--- config.mk ---
export PLATFORM = sky130hd
export DESIGN_NAME = pcg_ctrl
export DESIGN_NICKNAME = d
export VERILOG_FILES = /design/src/core/pcg_pkg.sv /design/src/core/pcg_ctrl.sv
export SDC_FILE = /design/constraint.sdc
export NUM_CORES = 1
export LEC_CHECK = 0
export ABC_AREA = 1
export BUFFER_PORTS_ARGS = -buffer_cell sky130_fd_sc_hd__clkbuf_2
export CORE_MARGIN = 2
export CORE_UTILIZATION = 30
export DETAILED_ROUTE_END_ITERATION = 6
export GPL_ROUTABILITY_DRIVEN = 0
export PLACE_DENSITY = 0.62
export SLEW_MARGIN = 20
export SYNTH_ARGS = -nofsm -noshare
export SYNTH_HDL_FRONTEND = slang
export SYNTH_SLANG_ARGS = --single-unit
--- constraint.sdc ---
create_clock -name i_mclk -period 3.51 [get_ports i_mclk]
set_input_delay 0.5265 -clock i_mclk [delete_from_list [all_inputs] [get_ports i_mclk]]
set_output_delay 0.5265 -clock i_mclk [all_outputs]
set_load 0.1 [all_outputs]
--- src/core/pcg_pkg.sv ---
// package of the clock generator control block: register map, field positions, reset values
// assumes an 8-bit register port with one-cycle strobes
package pcg_pkg;

    // ==========================================================
    // register map
    localparam logic [0:0] ADDR_CTRL = 1'h0;
    localparam logic [0:0] ADDR_BW = 1'h1;

    // ==========================================================
    // control register fields
    localparam int CTRL_IE_BIT = 7;
    localparam int CTRL_FLAG_BIT = 6;
    localparam int CTRL_PWR_BIT = 5;
    localparam int CTRL_SEL_BIT = 4;
    localparam logic [3:0] CTRL_UNUSED_VAL = 4'hf;

    // ==========================================================
    // bandwidth register fields
    localparam int BW_AUTO_BIT = 7;
    localparam int BW_SETTLED_BIT = 6;
    localparam int BW_TRACK_BIT = 5;
    localparam int BW_LOSS_BIT = 4;
    localparam logic [3:0] BW_TEST_VAL = 4'h0;

    // ==========================================================
    // reset values
    localparam logic RST_IE = 1'b0;
    localparam logic RST_FLAG = 1'b0;
    localparam logic RST_PWR = 1'b1;
    localparam logic RST_SEL = 1'b0;
    localparam logic RST_AUTO = 1'b0;
    localparam logic RST_TRACK = 1'b0;

    // ==========================================================
    // switchover timing: source edges held static on each side
    localparam logic [1:0] XFER_EDGES = 2'h3;

    typedef enum logic [1:0] {
        PCG_RUN,
        PCG_HOLD_OLD,
        PCG_HOLD_NEW
    } pcg_sw_e;

endpackage

--- src/core/pcg_ctrl.sv ---
// clock generator control: source select, base clock halving, settle flag, bandwidth mode
// assumes crystal, vco, lock and tracking inputs are asynchronous and are sampled here
//
// Function
// base clock is 50% duty, selected source halved
// interrupt output comes from the lock detector change flag
// oscillator and pll run only while oscillator enable is high
// settle irq enable ignores writes, reads 0 without auto; reset clears
// settle change flag sets on each settled change; irq when flag and enable
// settle change flag reads 0 while auto bandwidth is 0
// any read of control register clears settle change flag
// pll power set by reset; clearing ignored while source select is 1
// setting source select ignored while pll power is clear
// software powers pll, then sets source select in a second write
// base clock held static up to three old, three new source edges
// source select cleared by reset and by stop
// select 1 uses vco clock halved, 0 crystal clock halved
// control bits 3..0 ignore writes and read as ones
// auto bandwidth bit read/write, reset clear, 1 auto, 0 manual
// software clears filter mode before powering pll in manual mode
// settled indicator shows lock in auto mode, 0 in manual, reset 0
// filter mode read-only status in auto, writable in manual, reset 0
// manual filter mode kept hidden during auto and restored after
// write 1 to loss bit, wait, read: 1 means crystal inactive
// loss detection only while source select 1, else reads 0
// software writes zeros to bandwidth test bits
// zero range multiplier disables pll and forces crystal source
// select change crosses into each source domain without runt pulses
//
// Decided for this implementation: the register addresses and the strobed register port.
`timescale 1ns/1ps
`default_nettype none

module pcg_ctrl #(
    parameter int ADDR_W = 1
)
(
    input wire logic i_mclk,
    input wire logic i_rst_b,
    input wire logic [ADDR_W-1:0] i_addr,
    input wire logic [7:0] i_wr_data,
    input wire logic i_wr,
    input wire logic i_rd,
    output logic [7:0] o_rd_data,
    input wire logic i_crystal_clock,
    input wire logic i_vco_clock,
    input wire logic i_lock_det,
    input wire logic i_track_det,
    input wire logic i_osc_enable_in,
    input wire logic i_stop,
    input wire logic i_range_zero,
    output logic o_base_clock_out,
    output logic o_gen_irq_out,
    output logic o_osc_run,
    output logic o_pll_run,
    output logic o_auto_bw,
    output logic o_filter_track,
    output logic o_vco_active
);

    // ==========================================================
    // elaboration check
    // the register index needs at least one bit to reach both registers
    if (ADDR_W < 1)
    begin : g_bad_addr_w
        $error("pcg_ctrl: ADDR_W must be at least 1");
    end

    // ==========================================================
    // state
    typedef struct packed {
        logic [1:0] xclk_sy;
        logic [1:0] vclk_sy;
        logic [1:0] lock_sy;
        logic [1:0] trk_sy;
        logic xclk_prev;
        logic vclk_prev;
        logic settled_prev;
        logic ie;
        logic flag;
        logic pwr;
        logic sel;
        logic auto_bw;
        logic track_man;
        logic loss;
        logic vco_act;
        pcg_pkg::pcg_sw_e sw;
        logic [1:0] cnt;
        logic base;
        logic [7:0] rdata;
    } pcg_state_s;

    pcg_state_s st_q;
    pcg_state_s st_d;

    logic x_rise;
    logic v_rise;
    logic old_rise;
    logic new_rise;
    logic settled;
    logic ctrl_hit;
    logic bw_hit;
    logic pll_ok;

    always_comb
    begin
        x_rise = st_q.xclk_sy[1] & ~st_q.xclk_prev;
        v_rise = st_q.vclk_sy[1] & ~st_q.vclk_prev;
        old_rise = st_q.vco_act ? v_rise : x_rise;
        new_rise = st_q.vco_act ? x_rise : v_rise;
        settled = st_q.auto_bw & st_q.lock_sy[1];
        ctrl_hit = (i_addr == ADDR_W'(pcg_pkg::ADDR_CTRL));
        bw_hit = (i_addr == ADDR_W'(pcg_pkg::ADDR_BW));
        pll_ok = i_osc_enable_in & ~i_range_zero;

        st_d = st_q;
        // first stage feeds only the second stage
        st_d.xclk_sy = {st_q.xclk_sy[0], i_crystal_clock};
        st_d.vclk_sy = {st_q.vclk_sy[0], i_vco_clock};
        st_d.lock_sy = {st_q.lock_sy[0], i_lock_det};
        st_d.trk_sy = {st_q.trk_sy[0], i_track_det};
        st_d.xclk_prev = st_q.xclk_sy[1];
        st_d.vclk_prev = st_q.vclk_sy[1];
        st_d.settled_prev = settled;

        // ======================================================
        // register writes
        if (i_wr && ctrl_hit)
        begin
            if (st_q.auto_bw)
            begin
                st_d.ie = i_wr_data[pcg_pkg::CTRL_IE_BIT];
            end
            if (i_wr_data[pcg_pkg::CTRL_PWR_BIT] || !st_q.sel)
            begin
                st_d.pwr = i_wr_data[pcg_pkg::CTRL_PWR_BIT];
            end
            // old power value gates the set, so one write cannot do both
            if (!i_wr_data[pcg_pkg::CTRL_SEL_BIT] || (st_q.pwr && !i_range_zero))
            begin
                st_d.sel = i_wr_data[pcg_pkg::CTRL_SEL_BIT];
            end
        end
        else if (i_wr && bw_hit)
        begin
            st_d.auto_bw = i_wr_data[pcg_pkg::BW_AUTO_BIT];
            if (!st_q.auto_bw)
            begin
                st_d.track_man = i_wr_data[pcg_pkg::BW_TRACK_BIT];
            end
            if (i_wr_data[pcg_pkg::BW_LOSS_BIT])
            begin
                st_d.loss = 1'b1;
            end
        end

        // crystal edge proves the reference alive
        if (x_rise && !(i_wr && bw_hit && i_wr_data[pcg_pkg::BW_LOSS_BIT]))
        begin
            st_d.loss = 1'b0;
        end

        if (i_stop || i_range_zero)
        begin
            st_d.sel = 1'b0;
        end

        // ======================================================
        // settle change flag: read clears, a new change wins
        if (i_rd && ctrl_hit)
        begin
            st_d.flag = 1'b0;
        end
        if (settled != st_q.settled_prev)
        begin
            st_d.flag = 1'b1;
        end

        // ======================================================
        // read data, one cycle after the strobe
        if (i_rd && ctrl_hit)
        begin
            st_d.rdata = {st_q.ie & st_q.auto_bw, st_q.flag & st_q.auto_bw,
                st_q.pwr, st_q.sel, pcg_pkg::CTRL_UNUSED_VAL};
        end
        else if (i_rd && bw_hit)
        begin
            st_d.rdata = {st_q.auto_bw, settled,
                st_q.auto_bw ? st_q.trk_sy[1] : st_q.track_man,
                st_q.loss & st_q.sel, pcg_pkg::BW_TEST_VAL};
        end
        else if (i_rd)
        begin
            st_d.rdata = 8'h00;
        end

        // ======================================================
        // glitch-free switchover; output only changes from this flop
        case (st_q.sw)
            pcg_pkg::PCG_RUN:
            begin
                if (old_rise)
                begin
                    st_d.base = ~st_q.base;
                end
                if (st_q.sel != st_q.vco_act)
                begin
                    st_d.sw = pcg_pkg::PCG_HOLD_OLD;
                    st_d.cnt = 2'h0;
                end
            end
            pcg_pkg::PCG_HOLD_OLD:
            begin
                if (old_rise)
                begin
                    st_d.cnt = st_q.cnt + 2'h1;
                end
                if (old_rise && st_q.cnt == pcg_pkg::XFER_EDGES - 2'h1)
                begin
                    st_d.sw = pcg_pkg::PCG_HOLD_NEW;
                    st_d.cnt = 2'h0;
                    st_d.vco_act = ~st_q.vco_act;
                end
            end
            pcg_pkg::PCG_HOLD_NEW:
            begin
                // vco_act already flipped, so old_rise is the new source here
                if (old_rise)
                begin
                    st_d.cnt = st_q.cnt + 2'h1;
                end
                if (old_rise && st_q.cnt == pcg_pkg::XFER_EDGES - 2'h1)
                begin
                    st_d.sw = pcg_pkg::PCG_RUN;
                end
            end
            default:
            begin
                st_d.sw = pcg_pkg::PCG_RUN;
            end
        endcase
    end

    always_ff @(posedge i_mclk or negedge i_rst_b)
    begin
        if (!i_rst_b)
        begin
            st_q <= '0;
            st_q.ie <= pcg_pkg::RST_IE;
            st_q.flag <= pcg_pkg::RST_FLAG;
            st_q.pwr <= pcg_pkg::RST_PWR;
            st_q.sel <= pcg_pkg::RST_SEL;
            st_q.auto_bw <= pcg_pkg::RST_AUTO;
            st_q.track_man <= pcg_pkg::RST_TRACK;
            st_q.sw <= pcg_pkg::PCG_RUN;
        end
        else
        begin
            st_q <= st_d;
        end
    end

    // ==========================================================
    // outputs
    assign o_rd_data = st_q.rdata;
    assign o_base_clock_out = st_q.base;
    assign o_gen_irq_out = st_q.flag & st_q.ie & st_q.auto_bw;
    assign o_osc_run = i_osc_enable_in;
    assign o_pll_run = st_q.pwr & pll_ok;
    assign o_auto_bw = st_q.auto_bw;
    assign o_filter_track = st_q.track_man;
    assign o_vco_active = st_q.vco_act;

    // limitation: a dead outgoing source stalls the switchover in the hold state
    // (power cannot clear while vco is selected, but a low oscillator enable still stops the pll and vco then)

endmodule

`default_nettype wire

==> results by group, run 1 <==
Logic synthesis
  • Leading post-synthesis cells by cell area: sky130_fd_sc_hd__dfrtp_1, sky130_fd_sc_hd__nand2_1, sky130_fd_sc_hd__inv_1
  • Number of register bits inferred by synthesis: 29
  • Dominant combinational cell family by area after synthesis: simple AND/OR/NAND/NOR gates
  • Number of different library cells in the post-synthesis netlist: 25
  • Arithmetic-cell share of the synthesized area counting full adders, half adders and majority gates: 0.03781
  • Post-synthesis instance area: 1324 µm²
  • Average cell area after synthesis: 9.456 µm²
  • Share of the synthesized area in compound gates (AO/OA/AOI/OAI): 0.07278
  • Xor and xnor fraction of the mapped netlist area: 0.01985
  • Number of nets in the synthesized netlist: roughly 160
  • Share of cell area taken by muxes after synthesis: 0
  • Cell type contributing the most total cell area after synthesis: sky130_fd_sc_hd__dfrtp_1
  • Part of the Yosys area used for sequential elements: 0.5491
  • Area share of the largest cell type after synthesis: 0.5293
  • Basic-gate share of the synthesized area counting and, or, nand and nor cells: 0.2013
  • Warnings, synthesis: 0
  • Synthesized netlist cell count: 140

Layout
  • Commonest cells after routing, fill and taps aside: sky130_fd_sc_hd__nand2_1, sky130_fd_sc_hd__clkbuf_2, sky130_fd_sc_hd__dfrtp_1
  • Most common cell after layout, fill and taps aside: sky130_fd_sc_hd__nand2_1
  • Count of inserted antenna diode cells: 0
  • Sequential Area: 726.9 µm²
  • Fill count: 449
  • Area used by multi-input combinational logic: 439.2 µm²
  • Area Growth Syn to Fin: 16.82%
  • Share of post-route cells with drive strength above 1: 0.2560
  • Final std cells w/o fill: 220
  • Layout net count: 191

Routing
  • Mean routed wirelength per cell: 10.65 µm
  • Via density per instance: around 4.2
  • Vias: 925
  • Drt drc: 0
  • Final wirelength: 2343 µm
  • Post-route ant nets: 0
  • First-pass iteration count of the detailed router: 4
  • 1st-iter DRT viols: 41

GRT
  • GRT Overall Usage: 0.1043
  • Wire length of the first global-routing pass: 3960 µm
  • Global route overflow: 0
  • Number of global-route vias before repair: 901
  • Pin count of the biggest net entering global routing: 30
  • Number of antenna violations at the first check in global routing: 0

Power
  • Pwr/cell area: 762.2 nW/µm²
  • Maximum ir drop on the vdd rail: 0.2008 mV
  • Relative contribution of sequential cells to total power: 0.365
  • Internal cell power: 644.4 µW
  • Pleak: roughly 0.00083 µW
  • Comb pwr share: 0.417
  • Switch share: 0.4533
  • Clk pwr share: 0.218
  • Power dissipated by switching net loads: around 530 µW

STA
  • Final clock skew: 4.194 ps
  • Period utilisation layout: 0.5644
  • Crit path time final: approximately 2000 ps
  • Final number of setup-violating endpoints: 0
  • Setup_tns: 0 ps
  • Achievable clock frequency: 504.7 MHz
  • Transition time of the tightest slew-check pin: 701.9 ps
  • Final number of max-transition violations: 0
  • Worst slew margin relative to its limit: 0.5320
  • RSZ-0062 raised after global routing: false
  • Final hold viol count: 0

Run
  • Number of maximum-capacitance violations: 0

Clocking
  • CTS tree: yes
  • Cts bufs inserted: 5
  • Number of levels in the clock H-tree: 2
  • Worst-case clock buffer depth: 2
  • Post CTS Setup Buffer Count: 0
  • Worst-path clk slew: 60 ps
  • Sinks on Clock Net: 29
  • Post-cts hold buffer count: 0
  • Post-CTS Resized: 0
  • Clock root cell: sky130_fd_sc_hd__clkbuf_8
  • Clk Latency, worst-skew pair: 280 ps

Setup path
  • R2r worst-path depth: 6
  • Data arrival time of the critical path: 1450 ps
  • Data required time at the worst endpoint: between 2000 and 3000 ps
  • Capture point of the worst path: o_gen_irq_out
  • Kind of launch point of the worst setup path: flip-flop
  • Crit Path Max Fanout: 9
  • Beginning of the worst register-to-register path: st_q[11]
  • Register-to-register path setup slack: around 2200 ps
  • Critical path class: flip-flop to output port
  • Capturing element type of the critical path: output port
  • FF-to-FF End: st_q[10]
  • Launching instance or port of the critical path: o_auto_bw

Die
  • Die extent in x: 70.43 µm
  • Placeable core region: 4294 µm²
  • Row cnt: 24
  • Number of top-level pins: 35
  • Vertical die dimension: 70.43 µm
  • Starting utilization of the core area: 0.3083
  • DIE AREA: 4960 µm²

Placed design
  • Number of I/O port buffers: 29
  • Placed insts: approximately 210
  • Detailed Place HPWL: 1715 µm

Worst hold path
  • Path type of the worst min-delay path: primary input to asynchronous set/reset pin

Outcome
  • Outcome: finished, final reports clean
-- area by class of cell --
cell class / count / area share
repair buffers: 29 / 0.09385
inverters: 24 / 0.05825
well taps: 52 / 0.04207
multi-input cells: 78 / 0.2840
flip-flops and latches: 29 / 0.4701
clock buffers: 8 / 0.05178
-- power by group through the flow --
stage	sequential [µW]	clock, µW	combinational [µW]
after floorplan	541	0	313
after global placement	435	0	485
after detailed placement	437	0	494
after CTS	431	266	495
after global routing	440	282	539
final	430	257	491
-- flip-flops by register name (all words and copies together) (netlist names) --
name	cells
o_vco_active	1
o_rd_data	5
o_auto_bw	1
o_base_clock_out	1
o_filter_track	1
st_d	6
st_q	14
-- worst min-delay path by stage --
| stage | from | to | slack (ps) | cells past startpoint |
|---|---|---|---|---|
| after global placement | st_d[29] | st_d[22] | 330 | 0 |
| final | i_rst_b | st_q[21] | 290 | 1 |
| after global routing | i_rst_b | o_rd_data[4] | 350 | 1 |
| after detailed placement | st_d[25] | st_q[25] | 330 | 0 |
| after floorplan | i_rst_b | o_auto_bw | 230 | 0 |
| after CTS | i_rst_b | st_q[14] | 310 | 1 |
-- per-stage QoR --
step / util / instance area (µm²) / worst slack (ps) / power, µW / hold slack [ps]
finish: 0.3601 / 1546 / 1529 / 1179 / 290.7
global route: 0.3601 / 1546 / 1428 / 1261 / 346.9
CTS: 0.3601 / 1546 / 1499 / 1192 / 311.8
detailed placement: 0.3415 / 1466 / 1709 / 931.2 / 334.7
global placement: 0.3415 / 1466 / 1699 / 920.5 / 333.4
floorplan: - / 1324 / 509.5 / 853.7 / 230.9
-- critical path, stage by stage (launching register included) --
cell and delay (ps):
sky130_fd_sc_hd__dfrtp_1 480, sky130_fd_sc_hd__inv_1 120, sky130_fd_sc_hd__nor2_1 120, sky130_fd_sc_hd__clkbuf_2 460
-- cells in the mapped netlist --
library cell               number
sky130_fd_sc_hd__inv_1         24
sky130_fd_sc_hd__nor4_1         1
sky130_fd_sc_hd__nand3_2        2
sky130_fd_sc_hd__nor2_1         9
sky130_fd_sc_hd__xnor2_1        1
sky130_fd_sc_hd__dfrtp_1       28
sky130_fd_sc_hd__o21ai_0        5
sky130_fd_sc_hd__nor3_1         2
sky130_fd_sc_hd__dfstp_2        1
sky130_fd_sc_hd__a21oi_1        4
sky130_fd_sc_hd__o221ai_1       1
sky130_fd_sc_hd__and2_1         1
sky130_fd_sc_hd__nor2_4         1
sky130_fd_sc_hd__nand2_1       30
sky130_fd_sc_hd__a211oi_1       1
sky130_fd_sc_hd__ha_1           4
sky130_fd_sc_hd__a31oi_1        1
sky130_fd_sc_hd__nand3_1        4
sky130_fd_sc_hd__xor2_1         2
sky130_fd_sc_hd__o21ai_1        1
sky130_fd_sc_hd__buf_4          9
sky130_fd_sc_hd__o211ai_1       2
sky130_fd_sc_hd__nand2_4        3
sky130_fd_sc_hd__nand2_2        2
sky130_fd_sc_hd__a22o_1         1
-- metal layers --
layer / part of all wire / GRT usage / vias to the layer above
li1: - / - / 479
met1: 0.50 / 0.1355 / 416
met2: 0.42 / 0.1447 / 24
met3: 0.057 / 0.04618 / 6
met4: 0.022 / 0.05556 / 0
met5: 0 / 0 / -
-- logic make-up (layout without fill, tap and decap cells) --
logic type | after synthesis | count (layout)
adder cells (fa/ha/maj) | 4 | 4
flip-flops | 29 | 29
AND/OR/NAND/NOR | 55 | 55
XOR/XNOR | 3 | 3
buffers and inverters | 33 | 61
AO/OA/AOI/OAI | 16 | 16
No activity file was read; power rests on OpenSTA's default activity.
==> inputs of run 2 (changes only) <==
--- a/config.mk
+++ b/config.mk
@@ -5,13 +5,13 @@
 export SDC_FILE = /design/constraint.sdc
 export NUM_CORES = 1
 export LEC_CHECK = 0
-export ABC_AREA = 1
+export ABC_AREA = 0
 export BUFFER_PORTS_ARGS = -buffer_cell sky130_fd_sc_hd__clkbuf_2
 export CORE_MARGIN = 2
 export CORE_UTILIZATION = 30
 export DETAILED_ROUTE_END_ITERATION = 6
 export GPL_ROUTABILITY_DRIVEN = 0
-export PLACE_DENSITY = 0.62
+export PLACE_DENSITY = 0.63
 export SLEW_MARGIN = 20
 export SYNTH_ARGS = -nofsm -noshare
 export SYNTH_HDL_FRONTEND = slang
==> constraint.sdc (replaced) <==
create_clock -name i_mclk -period 2 [get_ports i_mclk]
set_input_delay 0.3 -clock i_mclk [delete_from_list [all_inputs] [get_ports i_mclk]]
set_output_delay 0.3 -clock i_mclk [all_outputs]
set_load 0.1 [all_outputs]
==> run 2 against run 1 <==
Die area is 2.9% lower. Via count is 5.3% lower. Worst hold slack worse by 230 ps. Critical path type unchanged. Critical endpoint is now o_pll_run. Largest power group is now sequential cells.
==> results by group, run 2 <==
Outcome
  • Outcome: finished, final reports clean (unchanged)

Logic synthesis
  • Library cell with the highest instance count after synthesis: sky130_fd_sc_hd__dfrtp_1 (was sky130_fd_sc_hd__nand2_1)
  • Cell type contributing the most total cell area after synthesis: sky130_fd_sc_hd__dfrtp_1 (unchanged)
  • Post-synthesis instance area: 1282 µm² (was 1324 µm²)
  • Number of different library cells in the post-synthesis netlist: 33 (was 25)
  • Commonest register cell after synthesis: sky130_fd_sc_hd__dfrtp_1 (unchanged)
  • Area share of the largest cell type after synthesis: 0.5463 (was 0.5293)
  • Average cell area after synthesis: 11.35 µm² (was 9.456 µm²)
  • Synth top cells by count: sky130_fd_sc_hd__dfrtp_1, sky130_fd_sc_hd__inv_1, sky130_fd_sc_hd__buf_4, sky130_fd_sc_hd__nand2_1, sky130_fd_sc_hd__o21ai_0 (was sky130_fd_sc_hd__nand2_1, sky130_fd_sc_hd__dfrtp_1, sky130_fd_sc_hd__inv_1)
  • Async S/R FF share, synth: 1.000 (unchanged)
  • Number of register bits inferred by synthesis: 29 (unchanged)
  • Warnings, synthesis: 0 (unchanged)
  • EDFF count, synth: 0 (unchanged)
  • Part of the Yosys area used for sequential elements: 0.5668 (was 0.5491)
  • Leading post-synthesis cells by cell area: sky130_fd_sc_hd__dfrtp_1, sky130_fd_sc_hd__buf_4, sky130_fd_sc_hd__ha_1 (was sky130_fd_sc_hd__dfrtp_1, sky130_fd_sc_hd__nand2_1, sky130_fd_sc_hd__inv_1)
  • Number of nets in the synthesized netlist: 137 (was 164)
  • Synthesized netlist cell count: 113 (was 140)

Routing
  • First-pass iteration count of the detailed router: 4 (unchanged)
  • Post-route ant nets: 0 (unchanged)
  • Via density per instance: 4.660 (was 4.205)
  • Mean routed wirelength per cell: 12.46 µm (was 10.65 µm)
  • Vias: 876 (was 925)
  • Drt drc: 0 (unchanged)
  • Final wirelength: 2342 µm (was 2343 µm)
  • 1st-iter DRT viols: 62 (was 41)

Setup path
  • R2r worst-path depth: 5 (was 6)
  • Capturing element type of the critical path: output port (unchanged)
  • Beginning of the worst register-to-register path: st_q[11] (unchanged)
  • Critical path class: flip-flop to output port (unchanged)
  • CP peak stage delay: 550 ps (was 480 ps)
  • Slowest CP cell: sky130_fd_sc_hd__dfstp_2 (was sky130_fd_sc_hd__dfrtp_1)
  • List of cells traversed by the critical path: and3b_1 > clkbuf_2 (was inv_1 > nor2_1 > clkbuf_2)
  • Data required time at the worst endpoint: 1700 ps (was 2980 ps)
  • FF-to-FF End: st_q[10] (unchanged)
  • Data arrival time of the critical path: 1440 ps (was 1450 ps)
  • Crit Path Max Fanout: 4 (was 9)
  • Kind of launch point of the worst setup path: flip-flop (unchanged)
  • Register-to-register path setup slack: 560 ps (was 2220 ps)

Die
  • Row cnt: 23 (was 24)
  • Placeable core region: 4058 µm² (was 4294 µm²)
  • Die extent in x: 69.38 µm (was 70.43 µm)
  • Vertical die dimension: 69.38 µm (was 70.43 µm)
  • Starting utilization of the core area: 0.3161 (was 0.3083)
  • Number of top-level pins: 35 (unchanged)
  • DIE AREA: 4814 µm² (was 4960 µm²)

Layout
  • Area Growth Syn to Fin: 19.12% (was 16.82%)
  • Layout net count: 161 (was 191)
  • Fill count: 390 (was 449)
  • Commonest cells after routing, fill and taps aside: sky130_fd_sc_hd__clkbuf_2, sky130_fd_sc_hd__dfrtp_1, sky130_fd_sc_hd__inv_1 (was sky130_fd_sc_hd__nand2_1, sky130_fd_sc_hd__clkbuf_2, sky130_fd_sc_hd__dfrtp_1)
  • Count of inserted antenna diode cells: 0 (unchanged)
  • Most common cell after layout, fill and taps aside: sky130_fd_sc_hd__clkbuf_2 (was sky130_fd_sc_hd__nand2_1)
  • Largest register FFs: 14 (unchanged)
  • Final std cells w/o fill: 188 (was 220)
  • Reg with most FFs: st_q (unchanged)
  • Share of post-route cells with drive strength above 1: 0.3478 (was 0.2560)

GRT
  • Pin count of the biggest net entering global routing: 30 (unchanged)
  • Global route overflow: 0 (unchanged)
  • Wire length of the first global-routing pass: 4008 µm (was 3960 µm)
  • Number of antenna violations at the first check in global routing: 0 (unchanged)
  • GRT Overall Usage: 0.1076 (was 0.1043)
  • Number of global-route vias before repair: 903 (was 901)

Power
  • Total power consumption of the routed design: 2018 µW (was 1179 µW)
  • Comb pwr share: 0.330 (was 0.417)
  • Pwr/cell area: 1321 nW/µm² (was 762.2 nW/µm²)
  • Maximum ir drop on the vdd rail: 0.5479 mV (was 0.2008 mV)
  • Clk pwr share: 0.311 (was 0.218)
  • Switch share: 0.3898 (was 0.4533)
  • Internal cell power: 1231 µW (was 644.4 µW)
  • Power dissipated by switching net loads: 786.7 µW (was 534.3 µW)
  • Relative contribution of sequential cells to total power: 0.359 (was 0.365)
  • Pleak: 0.0007478 µW (was 0.0008272 µW)

Clocking
  • Number of levels in the clock H-tree: 2 (unchanged)
  • Post-CTS Resized: 0 (unchanged)
  • Post CTS Setup Buffer Count: 0 (unchanged)
  • CTS tree: yes (unchanged)
  • Clock root cell: sky130_fd_sc_hd__clkbuf_8 (unchanged)
  • Worst-case clock buffer depth: 2 (unchanged)
  • Post-cts hold buffer count: 0 (unchanged)
  • Clk Latency, worst-skew pair: 280 ps (about the same)
  • Cts bufs inserted: 5 (unchanged)
  • Sinks on Clock Net: 29 (unchanged)
  • Worst-path clk slew: 70 ps (was 60 ps)

Placed design
  • Worst slack after detailed placement: 566.6 ps (was 1709 ps)
  • Detailed Place HPWL: 1691 µm (was 1715 µm)
  • Placed insts: 180 (was 212)
  • Number of I/O port buffers: 29 (unchanged)

STA
  • Final number of max-transition violations: 0 (unchanged)
  • Final hold viol count: 0 (unchanged)
  • Final clock skew: 6.249 ps (was 4.194 ps)
  • Achievable clock frequency: around 570 MHz
  • Crit path time final: 1741 ps
  • Smallest setup slack after layout: 259.5 ps (was 1529 ps)
  • Final number of setup-violating endpoints: 0 (unchanged)
  • Worst slew margin relative to its limit: 0.5151 (was 0.5320)
  • RSZ-0062 raised after global routing: false (unchanged)
  • Transition time of the tightest slew-check pin: 727.4 ps (was 701.9 ps)
  • Period utilisation layout: 0.8703
  • Setup_tns: 0 ps (unchanged)

Run
  • Number of maximum-capacitance violations: 0 (unchanged)

Worst hold path
  • Path type of the worst min-delay path: primary input to asynchronous set/reset pin (unchanged)
run 2: power groups by stage:
| stage | sequential, µW | combinational [µW] | clock (µW) |
|---|---|---|---|
| finish | 725 | 666 | 627 |
| global placement | 733 | 643 | 0 |
| floorplan | 867 | 436 | 0 |
| global route | 734 | 698 | 676 |
| CTS | 725 | 666 | 648 |
| detailed placement | 734 | 667 | 0 |
run 2: through the flow:
step / hold slack [ps] / util / cell area, µm²
finish: 61.97 / 0.3765 / 1528
detailed placement: 334.7 / 0.3478 / 1411
global route: 108.0 / 0.3765 / 1528
CTS: 86.29 / 0.3765 / 1528
floorplan: 4.409 / - / 1285
global placement: 331.9 / 0.3478 / 1411
run 2: cell type report:
type | instances | area (µm²) | area share
Clock buffer | 7 | 86.33 | 0.05651
Tap cell | 50 | 62.56 | 0.04095
Inverter | 11 | 41.29 | 0.02703
Multi-Input combinational cell | 61 | 434.2 | 0.2842
Clock inverter | 1 | 30.03 | 0.01966
Timing Repair Buffer | 29 | 145.1 | 0.09500
Sequential cell | 29 | 728.2 | 0.4767
run 2: routing by layer:
layer / routed length [µm] / track usage / part of all wire
met1: 1011 / 0.1157 / 0.43
met2: 1130 / 0.1806 / 0.48
met3: 148 / 0.03779 / 0.063
met4: 52 / 0.06536 / 0.022
met5: 0 / 0 / 0
run 2: cells by family (layout without fill, tap and decap cells):
family,after synthesis,after routing,synth area share
compound gates,24,24,0.1268
mux,7,7,0.05854
simple gates,23,23,0.09269
xor+xnor,3,3,0.02049
buf+inv,23,48,0.09560
flops,29,29,0.5668
fa+ha+maj,4,4,0.03903
run 2: worst max-delay path, delay by kind of cell (launching register included):
family	cells	cell delay [ps]
buffers and inverters	1	450
flip-flops	1	550
AND/OR/NAND/NOR	1	160
run 2: worst max path at each step:
stage | startpoint | slack [ps] | endpoint | cells past startpoint
2_1_floorplan | o_vco_active | 240 | st_q[10] | 4
3_3_place_gp | st_q[18] | 570 | o_pll_run | 2
3_5_place_dp | st_q[18] | 570 | o_pll_run | 2
4_1_cts | st_q[18] | 250 | o_pll_run | 2
5_1_grt | st_q[18] | 230 | o_pll_run | 2
6_report | st_q[18] | 260 | o_pll_run | 2
==> inputs of run 3 (changes only) <==
--- a/config.mk
+++ b/config.mk
@@ -8,10 +8,10 @@
 export ABC_AREA = 0
 export BUFFER_PORTS_ARGS = -buffer_cell sky130_fd_sc_hd__clkbuf_2
 export CORE_MARGIN = 2
-export CORE_UTILIZATION = 30
+export CORE_UTILIZATION = 40
 export DETAILED_ROUTE_END_ITERATION = 6
 export GPL_ROUTABILITY_DRIVEN = 0
-export PLACE_DENSITY = 0.63
+export PLACE_DENSITY = 0.76
 export SLEW_MARGIN = 20
 export SYNTH_ARGS = -nofsm -noshare
 export SYNTH_HDL_FRONTEND = slang
==> run 3 against run 2 <==
Cell count shrank 3.2%. Via count decreased by 1.9%. Power decreased by 16%. Die area is 24% lower. Sequential share of layout area up 2.4 points. Worst hold slack worse by 52 ps. Count of clock-buffer cells in the layout down 1. Final area fell by 4.8%. Flip-flop and latch count unchanged. Non-clock buffer count stayed put. Utilization grew 10 points. Critical path type unchanged.
==> results by group, run 3 (synthesized netlist as in run 2, its figures left out) <==
Outcome
  • Outcome: finished, final reports clean (unchanged)

Layout
  • Commonest cells after routing, fill and taps aside: sky130_fd_sc_hd__clkbuf_2, sky130_fd_sc_hd__dfrtp_1, sky130_fd_sc_hd__inv_1 (unchanged)
  • Layout net count: 161 (unchanged)
  • Final Cell Area: 1455 µm² (was 1528 µm²)
  • Area Growth Syn to Fin: 13.46% (was 19.12%)
  • Share of post-route cells with drive strength above 1: 0.3478 (unchanged)
  • Most common cell after layout, fill and taps aside: sky130_fd_sc_hd__clkbuf_2 (unchanged)
  • Count of inserted antenna diode cells: 0 (unchanged)
  • Reg with most FFs: st_q (unchanged)
  • Largest register FFs: 14 (unchanged)

Clocking
  • Clock root cell: sky130_fd_sc_hd__clkbuf_4 (was sky130_fd_sc_hd__clkbuf_8)
  • Clk Latency, worst-skew pair: 310 ps (was 280 ps)
  • Worst-path clk slew: 90 ps (was 70 ps)
  • Post-CTS Resized: 0 (unchanged)
  • Post CTS Setup Buffer Count: 0 (unchanged)
  • Number of levels in the clock H-tree: 2 (unchanged)
  • Sinks on Clock Net: 29 (unchanged)
  • Worst-case clock buffer depth: 2 (unchanged)
  • Post-cts hold buffer count: 0 (unchanged)
  • CTS tree: yes (unchanged)
  • Cts bufs inserted: 5 (unchanged)

Placed design
  • Number of I/O port buffers: 29 (unchanged)
  • Detailed Place HPWL: 1630 µm (was 1691 µm)
  • Total cell area at the placement stage: 1404 µm² (was 1411 µm²)

GRT
  • GRT Overall Usage: 0.1359 (was 0.1076)
  • Number of antenna violations at the first check in global routing: 0 (unchanged)
  • Number of global-route vias before repair: 851 (was 903)
  • Global route overflow: 0 (unchanged)
  • Pin count of the biggest net entering global routing: 30 (unchanged)
  • Wire length of the first global-routing pass: 3601 µm (was 4008 µm)

STA
  • Setup_tns: 0 ps (unchanged)
  • Final hold viol count: 0 (unchanged)
  • Hold Slack: 10.15 ps (was 61.97 ps)
  • Worst slew margin relative to its limit: 0.5393 (was 0.5151)
  • Final clock skew: 9.214 ps (was 6.249 ps)
  • RSZ-0062 raised after global routing: false (unchanged)
  • Crit path time final: 1798 ps (was 1741 ps)
  • Achievable clock frequency: 556.1 MHz (was 574.5 MHz)
  • Period utilisation layout: 0.8991 (was 0.8703)
  • Final number of setup-violating endpoints: 0 (unchanged)
  • Final number of max-transition violations: 0 (unchanged)
  • Transition time of the tightest slew-check pin: 691.1 ps (was 727.4 ps)

Setup path
  • Crit Path Max Fanout: 4 (unchanged)
  • Kind of launch point of the worst setup path: flip-flop (unchanged)
  • Data required time at the worst endpoint: 1700 ps (about the same)
  • Capturing element type of the critical path: output port (unchanged)
  • Critical path class: flip-flop to output port (unchanged)
  • Data arrival time of the critical path: 1500 ps (was 1440 ps)

Die
  • Number of top-level pins: 35 (unchanged)
  • Placeable core region: 3053 µm² (was 4058 µm²)
  • Die extent in x: 60.63 µm (was 69.38 µm)
  • Starting utilization of the core area: 0.4201 (was 0.3161)
  • Row cnt: 20 (was 23)
  • Vertical die dimension: 60.63 µm (was 69.38 µm)
  • DIE AREA: 3675 µm² (was 4814 µm²)

Routing
  • Via density per instance: 4.720 (was 4.660)
  • Vias: 859 (was 876)
  • Drt drc: 0 (unchanged)
  • Mean routed wirelength per cell: 11.68 µm (was 12.46 µm)
  • Final wirelength: 2125 µm (was 2342 µm)
  • First-pass iteration count of the detailed router: 4 (unchanged)
  • 1st-iter DRT viols: 61 (was 62)
  • Post-route ant nets: 0 (unchanged)

Power
  • Relative contribution of sequential cells to total power: 0.425 (was 0.359)
  • Comb pwr share: 0.386 (was 0.330)
  • Internal cell power: 957.2 µW (was 1231 µW)
  • Power dissipated by switching net loads: 744.9 µW (was 786.7 µW)
  • Pwr/cell area: 1170 nW/µm² (was 1321 nW/µm²)
  • Maximum ir drop on the vdd rail: 0.5986 mV (was 0.5479 mV)
  • Switch share: 0.4376 (was 0.3898)
  • Clk pwr share: 0.189 (was 0.311)
  • Pleak: 0.0007213 µW (was 0.0007478 µW)

Run
  • Number of maximum-capacitance violations: 0 (unchanged)

Worst hold path
  • Path type of the worst min-delay path: primary input to asynchronous set/reset pin (unchanged)
==> run 3: cell types whose count changed in the layout (fill, tap and decap cells not counted) <==
cell                        change
sky130_fd_sc_hd__bufinv_16      -1
sky130_fd_sc_hd__clkbuf_4       +5
sky130_fd_sc_hd__clkinv_2       +2
sky130_fd_sc_hd__clkbuf_8       -6
==> run 3: per-layer routing <==
layer | up-vias | wire length [µm] | GRT usage
met1 | 407 | 963 | 0.1733
met5 | - | 0 | 0
met3 | 5 | 108 | 0.04691
li1 | 423 | - | -
met4 | 0 | 40 | 0.06832
met2 | 24 | 1012 | 0.2058
==> run 3: path summary, 6_finish.rpt <==
check                             from            to  slack (ps)  depth (start not counted)
max in group asynchronous      i_rst_b     o_auto_bw        1510                          1
setup reg to reg              st_q[11]      st_q[10]         680                          5
setup / recovery              st_q[18]     o_pll_run         200                          2
hold / removal                 i_rst_b  o_rd_data[7]          10                          1
min in group i_mclk        i_vco_clock      st_d[29]          90                          1
hold reg to reg               st_d[27]      st_q[27]         340                          0
==> run 3: cell type report <==
class / count / area [µm²]
clock buffers: 6 / 41.29
fillers: 313 / 1598
flip-flops and latches: 29 / 728.2
multi-input cells: 61 / 434.2
clock inverters: 2 / 10.01
inverters: 11 / 41.29
well taps: 44 / 55.05
repair buffers: 29 / 145.1
==> run 3: metrics by stage <==
stage	total power, µW	instances	worst slack, ps	utilization
floorplan	1303	113	237.4	-
global placement	1373	174	576.8	0.4598
detailed placement	1396	174	547.5	0.4598
CTS	1728	182	186.1	0.4766
global route	1812	182	169.2	0.4766
finish	1702	182	201.7	0.4766
==> run 3: worst max-delay path, cell delays in order (launching register included) <==
cell and delay [ps]:
sky130_fd_sc_hd__dfstp_2 560, sky130_fd_sc_hd__and3b_1 170, sky130_fd_sc_hd__clkbuf_2 450
==> run 3: power by group through the flow <==
stage          clock, µW  sequential [µW]  combinational, µW
2_1_floorplan          0              867                436
3_3_place_gp           0              729                644
3_5_place_dp           0              737                660
4_1_cts              341              724                662
5_1_grt              372              736                704
6_report             322              723                657
